### config.mk
export PLATFORM = sky130hd
export DESIGN_NAME = iodf_do_fault
export DESIGN_NICKNAME = d
export VERILOG_FILES = /design/src/logic/iodf_pkg.sv /design/src/logic/iodf_byte_guard.sv /design/src/logic/iodf_do_fault.sv
export SDC_FILE = /design/constraint.sdc
export NUM_CORES = 1
export LEC_CHECK = 0
export ABC_AREA = 0
export BUFFER_PORTS_ARGS = -buffer_cell sky130_fd_sc_hd__buf_2
export CELL_PAD_IN_SITES_DETAIL_PLACEMENT = 1
export CELL_PAD_IN_SITES_GLOBAL_PLACEMENT = 1
export CORE_MARGIN = 1
export CORE_UTILIZATION = 33
export DETAILED_ROUTE_END_ITERATION = 10
export GPL_TIMING_DRIVEN = 0
export PLACE_DENSITY_LB_ADDON = 0.1
export RECOVER_POWER = 100
export SYNTH_ARGS = -nofsm -noshare
export SYNTH_HDL_FRONTEND = slang
export SYNTH_SLANG_ARGS = --single-unit
### constraint.sdc
create_clock -name mclk_i -period 2.1 [get_ports mclk_i]
set_input_delay 0.42 -clock mclk_i [delete_from_list [all_inputs] [get_ports mclk_i]]
set_output_delay 0.42 -clock mclk_i [all_outputs]
set_load 0.01 [all_outputs]
### src/logic/iodf_pkg.sv
package iodf_pkg;
  localparam int IN_BYTES      = 6;
  localparam int OUT_BYTES     = 4;
  localparam int MPG_BYTES     = 3;
  localparam int BYTE_W        = 8;
  localparam int ADDR_W        = 16;
  localparam int GROUP_W       = 5;
  localparam int PATH_W        = 4;
  localparam int INFO_W        = 2;
  localparam logic [GROUP_W-1:0] GROUP_MAX  = 5'h17;
  localparam logic [7:0]        ALARM_TYPE = 8'h00;
  localparam logic [7:0]        SLOT_OUT   = 8'h01;
  localparam logic [7:0]        ZERO_BYTE  = 8'h00;
  localparam logic [7:0]        ONES_BYTE  = 8'hff;
  // alarm report state machine, gray from idle to send to wait, not on the way back
  typedef enum logic [1:0] {
    IODF_IDLE = 2'b00,
    IODF_SEND = 2'b01,
    IODF_WAIT = 2'b11
  } iodf_state_e;
endpackage

### src/logic/iodf_byte_guard.sv
`timescale 1ns/1ps
module iodf_byte_guard
  import iodf_pkg::*;
(
  input  wire logic        mclk_i,
  input  wire logic        rst_i,
  input  wire logic [7:0]  cmd_i,
  input  wire logic        ovc_i,
  input  wire logic        ovt_i,
  input  wire logic [7:0]  gnd_i,
  output logic      [7:0]  drv_o,
  output logic             trip_o,
  output logic      [7:0]  alarm_o
);
  logic [7:0] drv_ff;
  logic       trip_ff;
  logic [7:0] alarm_ff;

  // -----------------------------------------
  // byte protection
  // -----------------------------------------
  // whole byte off
  // resume when clear
  always_ff @(posedge mclk_i)
  begin
    if (rst_i)
    begin
      trip_ff <= 1'b0;
      drv_ff  <= ZERO_BYTE;
    end
    else
    begin
      trip_ff <= ovc_i | ovt_i;
      drv_ff  <= (ovc_i | ovt_i) ? ZERO_BYTE : cmd_i;
    end
  end

  // -----------------------------------------
  // per point fault bits
  // -----------------------------------------
  // bit k flags point k
  // bits follow live fault
  always_ff @(posedge mclk_i)
  begin
    if (rst_i)
      alarm_ff <= ZERO_BYTE;
    else
      alarm_ff <= gnd_i;
  end

  assign drv_o   = drv_ff;
  assign trip_o  = trip_ff;
  assign alarm_o = alarm_ff;
endmodule

### src/logic/iodf_do_fault.sv
// What this block does
// The host places six input bytes and four output bytes in slot one.
// The three handwheel bytes form one slot, never addressed singly.
// The host ladder_sequence_controller ignores handwheel slot bytes.
// A driver fault holds its whole output byte off while it lasts.
// A driver fault raises no alarm stop and other work continues.
// Ground faults per output point go to the host relay area.
// Each alarm byte has one bit per output bit, one meaning fault.
// Alarm numbers 0 to 3 name output bytes base plus 0 to 3, type 0.
// Group, path and address fields follow link and host assignment.
// Alarm bits clear and outputs resume once the fault is gone.
`timescale 1ns/1ps
module iodf_do_fault
  import iodf_pkg::*;
#(
  parameter int NBYTES = OUT_BYTES
)
(
  input  wire logic                     mclk_i,
  input  wire logic                     rst_i,
  input  wire logic [NBYTES*8-1:0]      out_cmd_i,
  input  wire logic [NBYTES-1:0]        ovc_i,
  input  wire logic [NBYTES-1:0]        ovt_i,
  input  wire logic [NBYTES*8-1:0]      gnd_fault_i,
  input  wire logic [iodf_pkg::GROUP_W-1:0] group_i,
  input  wire logic [iodf_pkg::PATH_W-1:0]  path_i,
  input  wire logic [iodf_pkg::ADDR_W-1:0]  output_base_address_i,
  input  wire logic                     rpt_ready_i,
  output logic      [NBYTES*8-1:0]      out_drv_o,
  output logic      [NBYTES-1:0]        byte_trip_o,
  output logic      [NBYTES*8-1:0]      alarm_data_o,
  output logic                          rpt_valid_o,
  output logic      [7:0]               rpt_type_o,
  output logic      [iodf_pkg::GROUP_W-1:0] rpt_group_o,
  output logic      [iodf_pkg::PATH_W-1:0]  rpt_path_o,
  output logic      [7:0]               rpt_slot_o,
  output logic      [iodf_pkg::INFO_W-1:0]  rpt_info_o,
  output logic      [iodf_pkg::ADDR_W-1:0]  rpt_addr_o,
  output logic      [7:0]               rpt_data_o
);
  import iodf_pkg::*;

  logic [NBYTES*8-1:0] alarm_w;
  logic [NBYTES*8-1:0] sent_ff;
  logic [INFO_W-1:0]   scan_ff;
  iodf_state_e         state_ff;
  logic [INFO_W-1:0]   info_ff;
  logic [ADDR_W-1:0]   addr_ff;
  logic [7:0]          data_ff;
  logic [GROUP_W-1:0]  group_ff;
  logic [PATH_W-1:0]   path_ff;
  logic [7:0]          cur_alarm;
  logic [NBYTES-1:0]   chg_w;
  logic                latch_w;
  logic                step_w;
  logic [INFO_W-1:0]   nxt_scan;
  logic [GROUP_W-1:0]  group_clamp;

  // -----------------------------------------
  // one guard per output byte
  // -----------------------------------------
  // no stop, other bytes go on
  // own guard per byte, so a trip never spills into the next byte
  for (genvar b = 0; b < NBYTES; b++)
  begin : g_byte
    iodf_byte_guard u_guard (
      .mclk_i  (mclk_i),
      .rst_i   (rst_i),
      .cmd_i   (out_cmd_i[b*8 +: 8]),
      .ovc_i   (ovc_i[b]),
      .ovt_i   (ovt_i[b]),
      .gnd_i   (gnd_fault_i[b*8 +: 8]),
      .drv_o   (out_drv_o[b*8 +: 8]),
      .trip_o  (byte_trip_o[b]),
      .alarm_o (alarm_w[b*8 +: 8])
    );
  end

  assign alarm_data_o = alarm_w;
  assign cur_alarm    = alarm_w[scan_ff*8 +: 8];

  // -----------------------------------------
  // per byte change flags
  // -----------------------------------------
  // a cleared byte differs from its sent copy too
  // flags are live, so a fault that comes and goes between scans is missed
  for (genvar b = 0; b < NBYTES; b++)
  begin : g_chg
    assign chg_w[b] = (alarm_w[b*8 +: 8] != sent_ff[b*8 +: 8]);
  end

  // -----------------------------------------
  // status alarm reporting
  // -----------------------------------------
  // a byte that differs from its sent copy is reported, clearing too,
  // so the host copy never goes stale
  assign latch_w  = (state_ff == IODF_IDLE) && chg_w[scan_ff];
  assign nxt_scan = (scan_ff == INFO_W'(NBYTES-1)) ? '0 : scan_ff + 1'b1;
  // group clamped to range
  assign group_clamp = (group_i > GROUP_MAX) ? GROUP_MAX : group_i;

  // -----------------------------------------
  // scan advance
  // -----------------------------------------
  // scan moves past a quiet byte, or once a report is done
  always_comb
  begin
    step_w = 1'b0;
    case (state_ff)
      IODF_IDLE: step_w = !latch_w;
      IODF_WAIT: step_w = 1'b1;
      default:   step_w = 1'b0;
    endcase
  end

  // report to relay area
  always_ff @(posedge mclk_i)
  begin
    if (rst_i)
      state_ff <= IODF_IDLE;
    else
    begin
      case (state_ff)
        IODF_IDLE:
        begin
          if (latch_w)
            state_ff <= IODF_SEND;
        end
        IODF_SEND:
        begin
          // held until the relay area takes it
          if (rpt_ready_i)
            state_ff <= IODF_WAIT;
        end
        IODF_WAIT:
        begin
          // this cycle and the idle one after it part two reports
          state_ff <= IODF_IDLE;
        end
        default:
        begin
          state_ff <= IODF_IDLE;
        end
      endcase
    end
  end

  // -----------------------------------------
  // byte scan pointer
  // -----------------------------------------
  // one byte per idle cycle: cheap, but latency grows with NBYTES
  always_ff @(posedge mclk_i)
  begin
    if (rst_i)
      scan_ff <= '0;
    else if (step_w)
      scan_ff <= nxt_scan;
  end

  // -----------------------------------------
  // copy of what the host was sent
  // -----------------------------------------
  // copied at the latch, so a change during a send is caught next pass
  always_ff @(posedge mclk_i)
  begin
    if (rst_i)
      sent_ff <= '0;
    else if (latch_w)
      sent_ff[scan_ff*8 +: 8] <= cur_alarm;
  end

  // -----------------------------------------
  // report fields
  // -----------------------------------------
  // caught at the latch and held still while valid is up
  always_ff @(posedge mclk_i)
  begin
    if (rst_i)
    begin
      info_ff <= '0;
      addr_ff <= '0;
      data_ff <= ZERO_BYTE;
    end
    else if (latch_w)
    begin
      // info number is byte index
      info_ff <= scan_ff;
      addr_ff <= output_base_address_i + ADDR_W'(scan_ff);
      // one bit per output point
      data_ff <= cur_alarm;
    end
  end

  // -----------------------------------------
  // link fields
  // -----------------------------------------
  // fields from link setup
  always_ff @(posedge mclk_i)
  begin
    if (rst_i)
    begin
      group_ff <= '0;
      path_ff  <= '0;
    end
    else if (latch_w)
    begin
      group_ff <= group_clamp;
      path_ff  <= path_i;
    end
  end

  // -----------------------------------------
  // report outputs
  // -----------------------------------------
  // type and slot never vary: every output byte sits in the first slot
  // valid comes from state, so it drops the cycle after the accept
  assign rpt_valid_o = (state_ff == IODF_SEND);
  assign rpt_type_o  = ALARM_TYPE;
  assign rpt_slot_o  = SLOT_OUT;
  assign rpt_group_o = group_ff;
  assign rpt_path_o  = path_ff;
  assign rpt_info_o  = info_ff;
  assign rpt_addr_o  = addr_ff;
  assign rpt_data_o  = data_ff;
endmodule

==> flow_summary.html <==
<table>
<tr><th>Metric</th><th>Value</th></tr>
<tr><th colspan="2">Yosys</th></tr>
<tr><td>Most frequent cells after synthesis</td><td>139 x sky130_fd_sc_hd__dfxtp_1, 111 x sky130_fd_sc_hd__nand2_1, 51 x sky130_fd_sc_hd__mux2i_1</td></tr>
<tr><td>Post-Synthesis Cells</td><td>between 600 and 700</td></tr>
<tr><td>Post-synth design cell area</td><td>~6000 sq um</td></tr>
<tr><td>Post-synth top area share</td><td>46.2%</td></tr>
<tr><td>Library cells used by synthesis</td><td>43</td></tr>
<tr><td>Portion of the post-synthesis area used by sequential elements</td><td>a little under half</td></tr>
<tr><td>Most frequently used cell type in the post-synthesis netlist</td><td>sky130_fd_sc_hd__dfxtp_1</td></tr>
<tr><td>Number of synthesized register bits</td><td>approximately 140</td></tr>
<tr><td>Synth Warn #</td><td>0</td></tr>
<tr><td>Cell accounting for the most synthesized area</td><td>sky130_fd_sc_hd__dfxtp_1</td></tr>
<tr><td>FFs w/ async S/R, synth</td><td>0%</td></tr>
<tr><td>Leading register cell type out of synthesis</td><td>sky130_fd_sc_hd__dfxtp_1</td></tr>
<tr><td>Number of synthesized flops with an enable pin</td><td>0</td></tr>
<tr><td>Average instance area after synthesis</td><td>around 10 sq um</td></tr>
<tr><td>Largest cells by area after synthesis</td><td>sky130_fd_sc_hd__dfxtp_1 46%, sky130_fd_sc_hd__mux2i_1 8.5%, sky130_fd_sc_hd__nand2_1 6.9%</td></tr>
<tr><th colspan="2">Timing</th></tr>
<tr><td>Ratio of final minimum period to clock period</td><td>between 90% and 100%</td></tr>
<tr><td>Final worst slack</td><td>about 0.09 ns</td></tr>
<tr><td>Final slew viol count</td><td>0</td></tr>
<tr><td>Achievable frequency</td><td>498 MHz</td></tr>
<tr><td>Relative max-transition margin</td><td>50.7%</td></tr>
<tr><td>Total count of hold-check failures in the final report</td><td>0</td></tr>
<tr><td>Worst setup skew after layout</td><td>around 0.0073 ns</td></tr>
<tr><td>Final-report setup violation count</td><td>0</td></tr>
<tr><td>Minimum clock period after layout</td><td>2.01 ns</td></tr>
<tr><td>Transition time of the tightest slew-check pin</td><td>0.739 ns</td></tr>
<tr><td>Setup tns final</td><td>0 ns</td></tr>
<tr><th colspan="2">Power and ir drop</th></tr>
<tr><td>Proportion of power drawn by flip-flops and latches</td><td>between 30% and 40%</td></tr>
<tr><td>Fraction of power consumed by combinational cells</td><td>22.0%</td></tr>
<tr><td>Power Dens Cells</td><td>~960 nW/um^2</td></tr>
<tr><td>Fraction of power consumed by the clock network</td><td>39.0%</td></tr>
<tr><td>Switching part of the total power</td><td>between 30 and 40%</td></tr>
<tr><td>Psw</td><td>around 2.4 mW</td></tr>
<tr><td>Worst vdd ir</td><td>~0.00053 V</td></tr>
<tr><td>Leakage power</td><td>~3.3 nW</td></tr>
<tr><td>Power Internal</td><td>around 5.4 mW</td></tr>
<tr><th colspan="2">Outcome</th></tr>
<tr><td>Status</td><td>finished, final reports clean</td></tr>
<tr><th colspan="2">Setup path</th></tr>
<tr><td>Startpoint type of the worst setup path</td><td>register</td></tr>
<tr><td>Startpoint of the lowest-slack register-to-register path</td><td>g_byte[0].u_guard.alarm_o[1]$_SDFF_PP0_</td></tr>
<tr><td>Worst Setup Path Type</td><td>register to register</td></tr>
<tr><td>Launch point of the critical path</td><td>g_byte[0].u_guard.alarm_o[1]$_SDFF_PP0_</td></tr>
<tr><td>WP data required</td><td>2.40 ns</td></tr>
<tr><td>Crit-path max FO</td><td>8</td></tr>
<tr><td>Critical Path Sink Type</td><td>register</td></tr>
<tr><td>Data arrival, critical path</td><td>2.31 ns</td></tr>
<tr><th colspan="2">Floorplanning</th></tr>
<tr><td>Row count</td><td>49</td></tr>
<tr><td>Die span in x</td><td>between 100 and 150 microns</td></tr>
<tr><td>Effective utilization at floorplan</td><td>between 30% and 40%</td></tr>
<tr><td>Top-level I/O count</td><td>220</td></tr>
<tr><td>Core Area</td><td>between 15000 and 20000 sq um</td></tr>
<tr><td>Die Ht</td><td>between 100 and 150 microns</td></tr>
<tr><td>Total Die Area</td><td>between 15000 and 20000 sq um</td></tr>
<tr><th colspan="2">Clock tree</th></tr>
<tr><td>Depth of the CTS H-tree</td><td>4</td></tr>
<tr><td>Hold bufs inserted after CTS</td><td>0</td></tr>
<tr><td>Max clock buf depth</td><td>2</td></tr>
<tr><td>Clock transition at the register clock pins on the worst setup and hold paths after CTS</td><td>roughly 0.07 ns</td></tr>
<tr><td>Buffer type at the clock tree root</td><td>sky130_fd_sc_hd__clkbuf_16</td></tr>
<tr><td>Clock tree from TritonCTS</td><td>done</td></tr>
<tr><td>Sinks on the clock net</td><td>around 140</td></tr>
<tr><td>Clk_lat worst skew</td><td>roughly 0.42 ns</td></tr>
<tr><td>Number of buffers created by CTS</td><td>17</td></tr>
<tr><th colspan="2">Global route</th></tr>
<tr><td>Maximum number of pins on one net before global-route repair</td><td>17</td></tr>
<tr><td>Antenna violations before repair</td><td>1</td></tr>
<tr><td>All-layer global routing usage</td><td>roughly a fifth</td></tr>
<tr><td>Vias in the first global route</td><td>5359</td></tr>
<tr><td>Wire length of the first global-routing pass</td><td>between 20 and 30 mm</td></tr>
<tr><td>Total global routing overflow</td><td>0</td></tr>
<tr><th colspan="2">Routing</th></tr>
<tr><td>Remaining antenna violation count</td><td>0</td></tr>
<tr><td>Vias after detailed routing</td><td>roughly 5100</td></tr>
<tr><td>Vias per cell</td><td>4.66</td></tr>
<tr><td>Routed metal-1 wirelength</td><td>about 8.1 mm</td></tr>
<tr><td>Average wire per cell in the routed design</td><td>between 15 and 20 microns</td></tr>
<tr><td>Amount of wire on met3 after detailed routing</td><td>~860 microns</td></tr>
<tr><td>Wire length on met2</td><td>9.37 mm</td></tr>
<tr><td>Max Used Layer</td><td>met5</td></tr>
<tr><td>DRC violations left</td><td>0</td></tr>
<tr><td>DRT Wirelength</td><td>18.7 mm</td></tr>
<tr><td>Router iterations before antenna repair</td><td>4</td></tr>
<tr><td>Starting DRT DRC Count</td><td>around 180</td></tr>
<tr><th colspan="2">Placement</th></tr>
<tr><td>Detailed placer's ending HPWL</td><td>around 14 mm</td></tr>
<tr><td>Number of port buffers</td><td>between 200 and 250</td></tr>
<tr><td>Gp weighted congestion</td><td>between 0.7 and 0.8</td></tr>
<tr><td>Placed cell count</td><td>~1100</td></tr>
<tr><td>Setup WS pre-CTS</td><td>-0.823 ns</td></tr>
<tr><td>DP Area</td><td>approximately 7400 sq um</td></tr>
<tr><th colspan="2">Finish</th></tr>
<tr><td>Post-layout util</td><td>45.3%</td></tr>
<tr><td>Total inserted antenna cells</td><td>0</td></tr>
<tr><td>Share of cells above drive strength 1</td><td>a little over a quarter</td></tr>
<tr><td>Final Cell Area</td><td>8100 sq um</td></tr>
<tr><td>Area growth from synthesis to layout</td><td>34.6%</td></tr>
<tr><td>Post-Layout Cell Count</td><td>~1100</td></tr>
<tr><td># nets final</td><td>about 960</td></tr>
<tr><th colspan="2">Hold path</th></tr>
<tr><td>Path category of the worst min-delay check</td><td>input port to register</td></tr>
<tr><td>Startpoint of the tightest hold check path</td><td>out_cmd_i[9]</td></tr>
<tr><th colspan="2">Run</th></tr>
<tr><td>Maxcap violations</td><td>0</td></tr>
</table>
layout by cell type (no fill, tap or decap), drive strengths merged, types with 3 or more instances in the layout:
cell type and count:
and3 3, a21oi 9, clkinvlp 5, and2 33
xor2 21, mux2i 51, conb 16, mux2 4
nor2b 36, buf 144, dfxtp 139, nor4 5
mux4 8, xnor2 25, nor2 21, nand2 111
nand4 7, nor3 7, inv 22, a211oi 24
ha 10, clkbuf 132, clkinv 5, nand3 7
worst max-delay path, stage by stage (launching register included):
cell and delay [ns]:
sky130_fd_sc_hd__dfxtp_1 0.47, sky130_fd_sc_hd__xnor2_1 0.16, sky130_fd_sc_hd__nand4_1 0.13, sky130_fd_sc_hd__nor4_2 0.29, sky130_fd_sc_hd__or3_4 0.22, sky130_fd_sc_hd__a21o_1 0.13
sky130_fd_sc_hd__buf_6 0.14, sky130_fd_sc_hd__mux2_2 0.35
sequential cells by signal, summed over array words and instances, names as in the netlist:
register	cells
g_byte.u_guard.trip_o	4
g_byte.u_guard.alarm_o	32
rpt_data_o	8
g_byte.u_guard.drv_o	32
rpt_group_o	5
sent_ff	32
rpt_path_o	4
rpt_info_o	2
state_ff	2
scan_ff	2
rpt_addr_o	16
metrics by stage:
stage	hold slack, ns	power [mW]
detailed placement	0.448	4.72
global placement	0.438	4.66
CTS	0.182	7.82
finish	0.199	7.77
global route	0.183	8.14
floorplan	0.446	4.13
what timing repair did:
item | in CTS | in global routing
setup buffers | 3 | 6
pin swaps | 6 | 8
setup endpoints to repair | 69 | 62
gates resized for setup | 18 | 19
path summary, 6_finish.rpt:
check                                                              to  slack (ns)  cells after the start
worst max register to register            rpt_addr_o[10]$_SDFFE_PP0P_        0.09                      7
worst max-delay path                      rpt_addr_o[10]$_SDFFE_PP0P_        0.09                      7
worst min-delay path            g_byte[1].u_guard.drv_o[1]$_SDFF_PP0_        0.20                      2
worst min register to register             rpt_addr_o[1]$_SDFFE_PP0P_        0.46                      2
routing by layer:
metal / vias up / GRT usage, %
met5: - / 0
met2: 137 / 34.0
li1: 2479 / -
met3: 25 / 4.78
met1: 2464 / 24.1
met4: 2 / 7.75
final cells by class:
class	count	area, sq um
Buffer	47	330
Sequential cell	139	2800
Tap cell	229	287
Clock inverter	15	168
Inverter	19	75.1
Timing Repair Buffer	212	1010
Fill cell	2126	9800
Clock buffer	17	425
Multi-Input combinational cell	417	3010
kinds of logic (layout without fill, tap and decap cells):
group,after synthesis,in the layout,synth area share [%]
simple gates,237,237,19.1
buf+inv,66,310,6.20
compound gates,44,44,6.99
flops,139,139,46.2
xor+xnor,46,46,6.69
other cells,2,16,0.125
mux,63,63,12.2
fa+ha+maj,11,11,2.41
power groups by stage:
stage / registers, mW / clock network [mW] / logic, mW
6_report: 3.03 / 3.03 / 1.71
5_1_grt: 3.06 / 3.22 / 1.85
4_1_cts: 3.03 / 3.10 / 1.69
3_5_place_dp: 3.08 / 0 / 1.64
3_3_place_gp: 3.07 / 0 / 1.59
2_1_floorplan: 3.14 / 0 / 0.983
No activity file was read; power rests on OpenSTA's default activity.
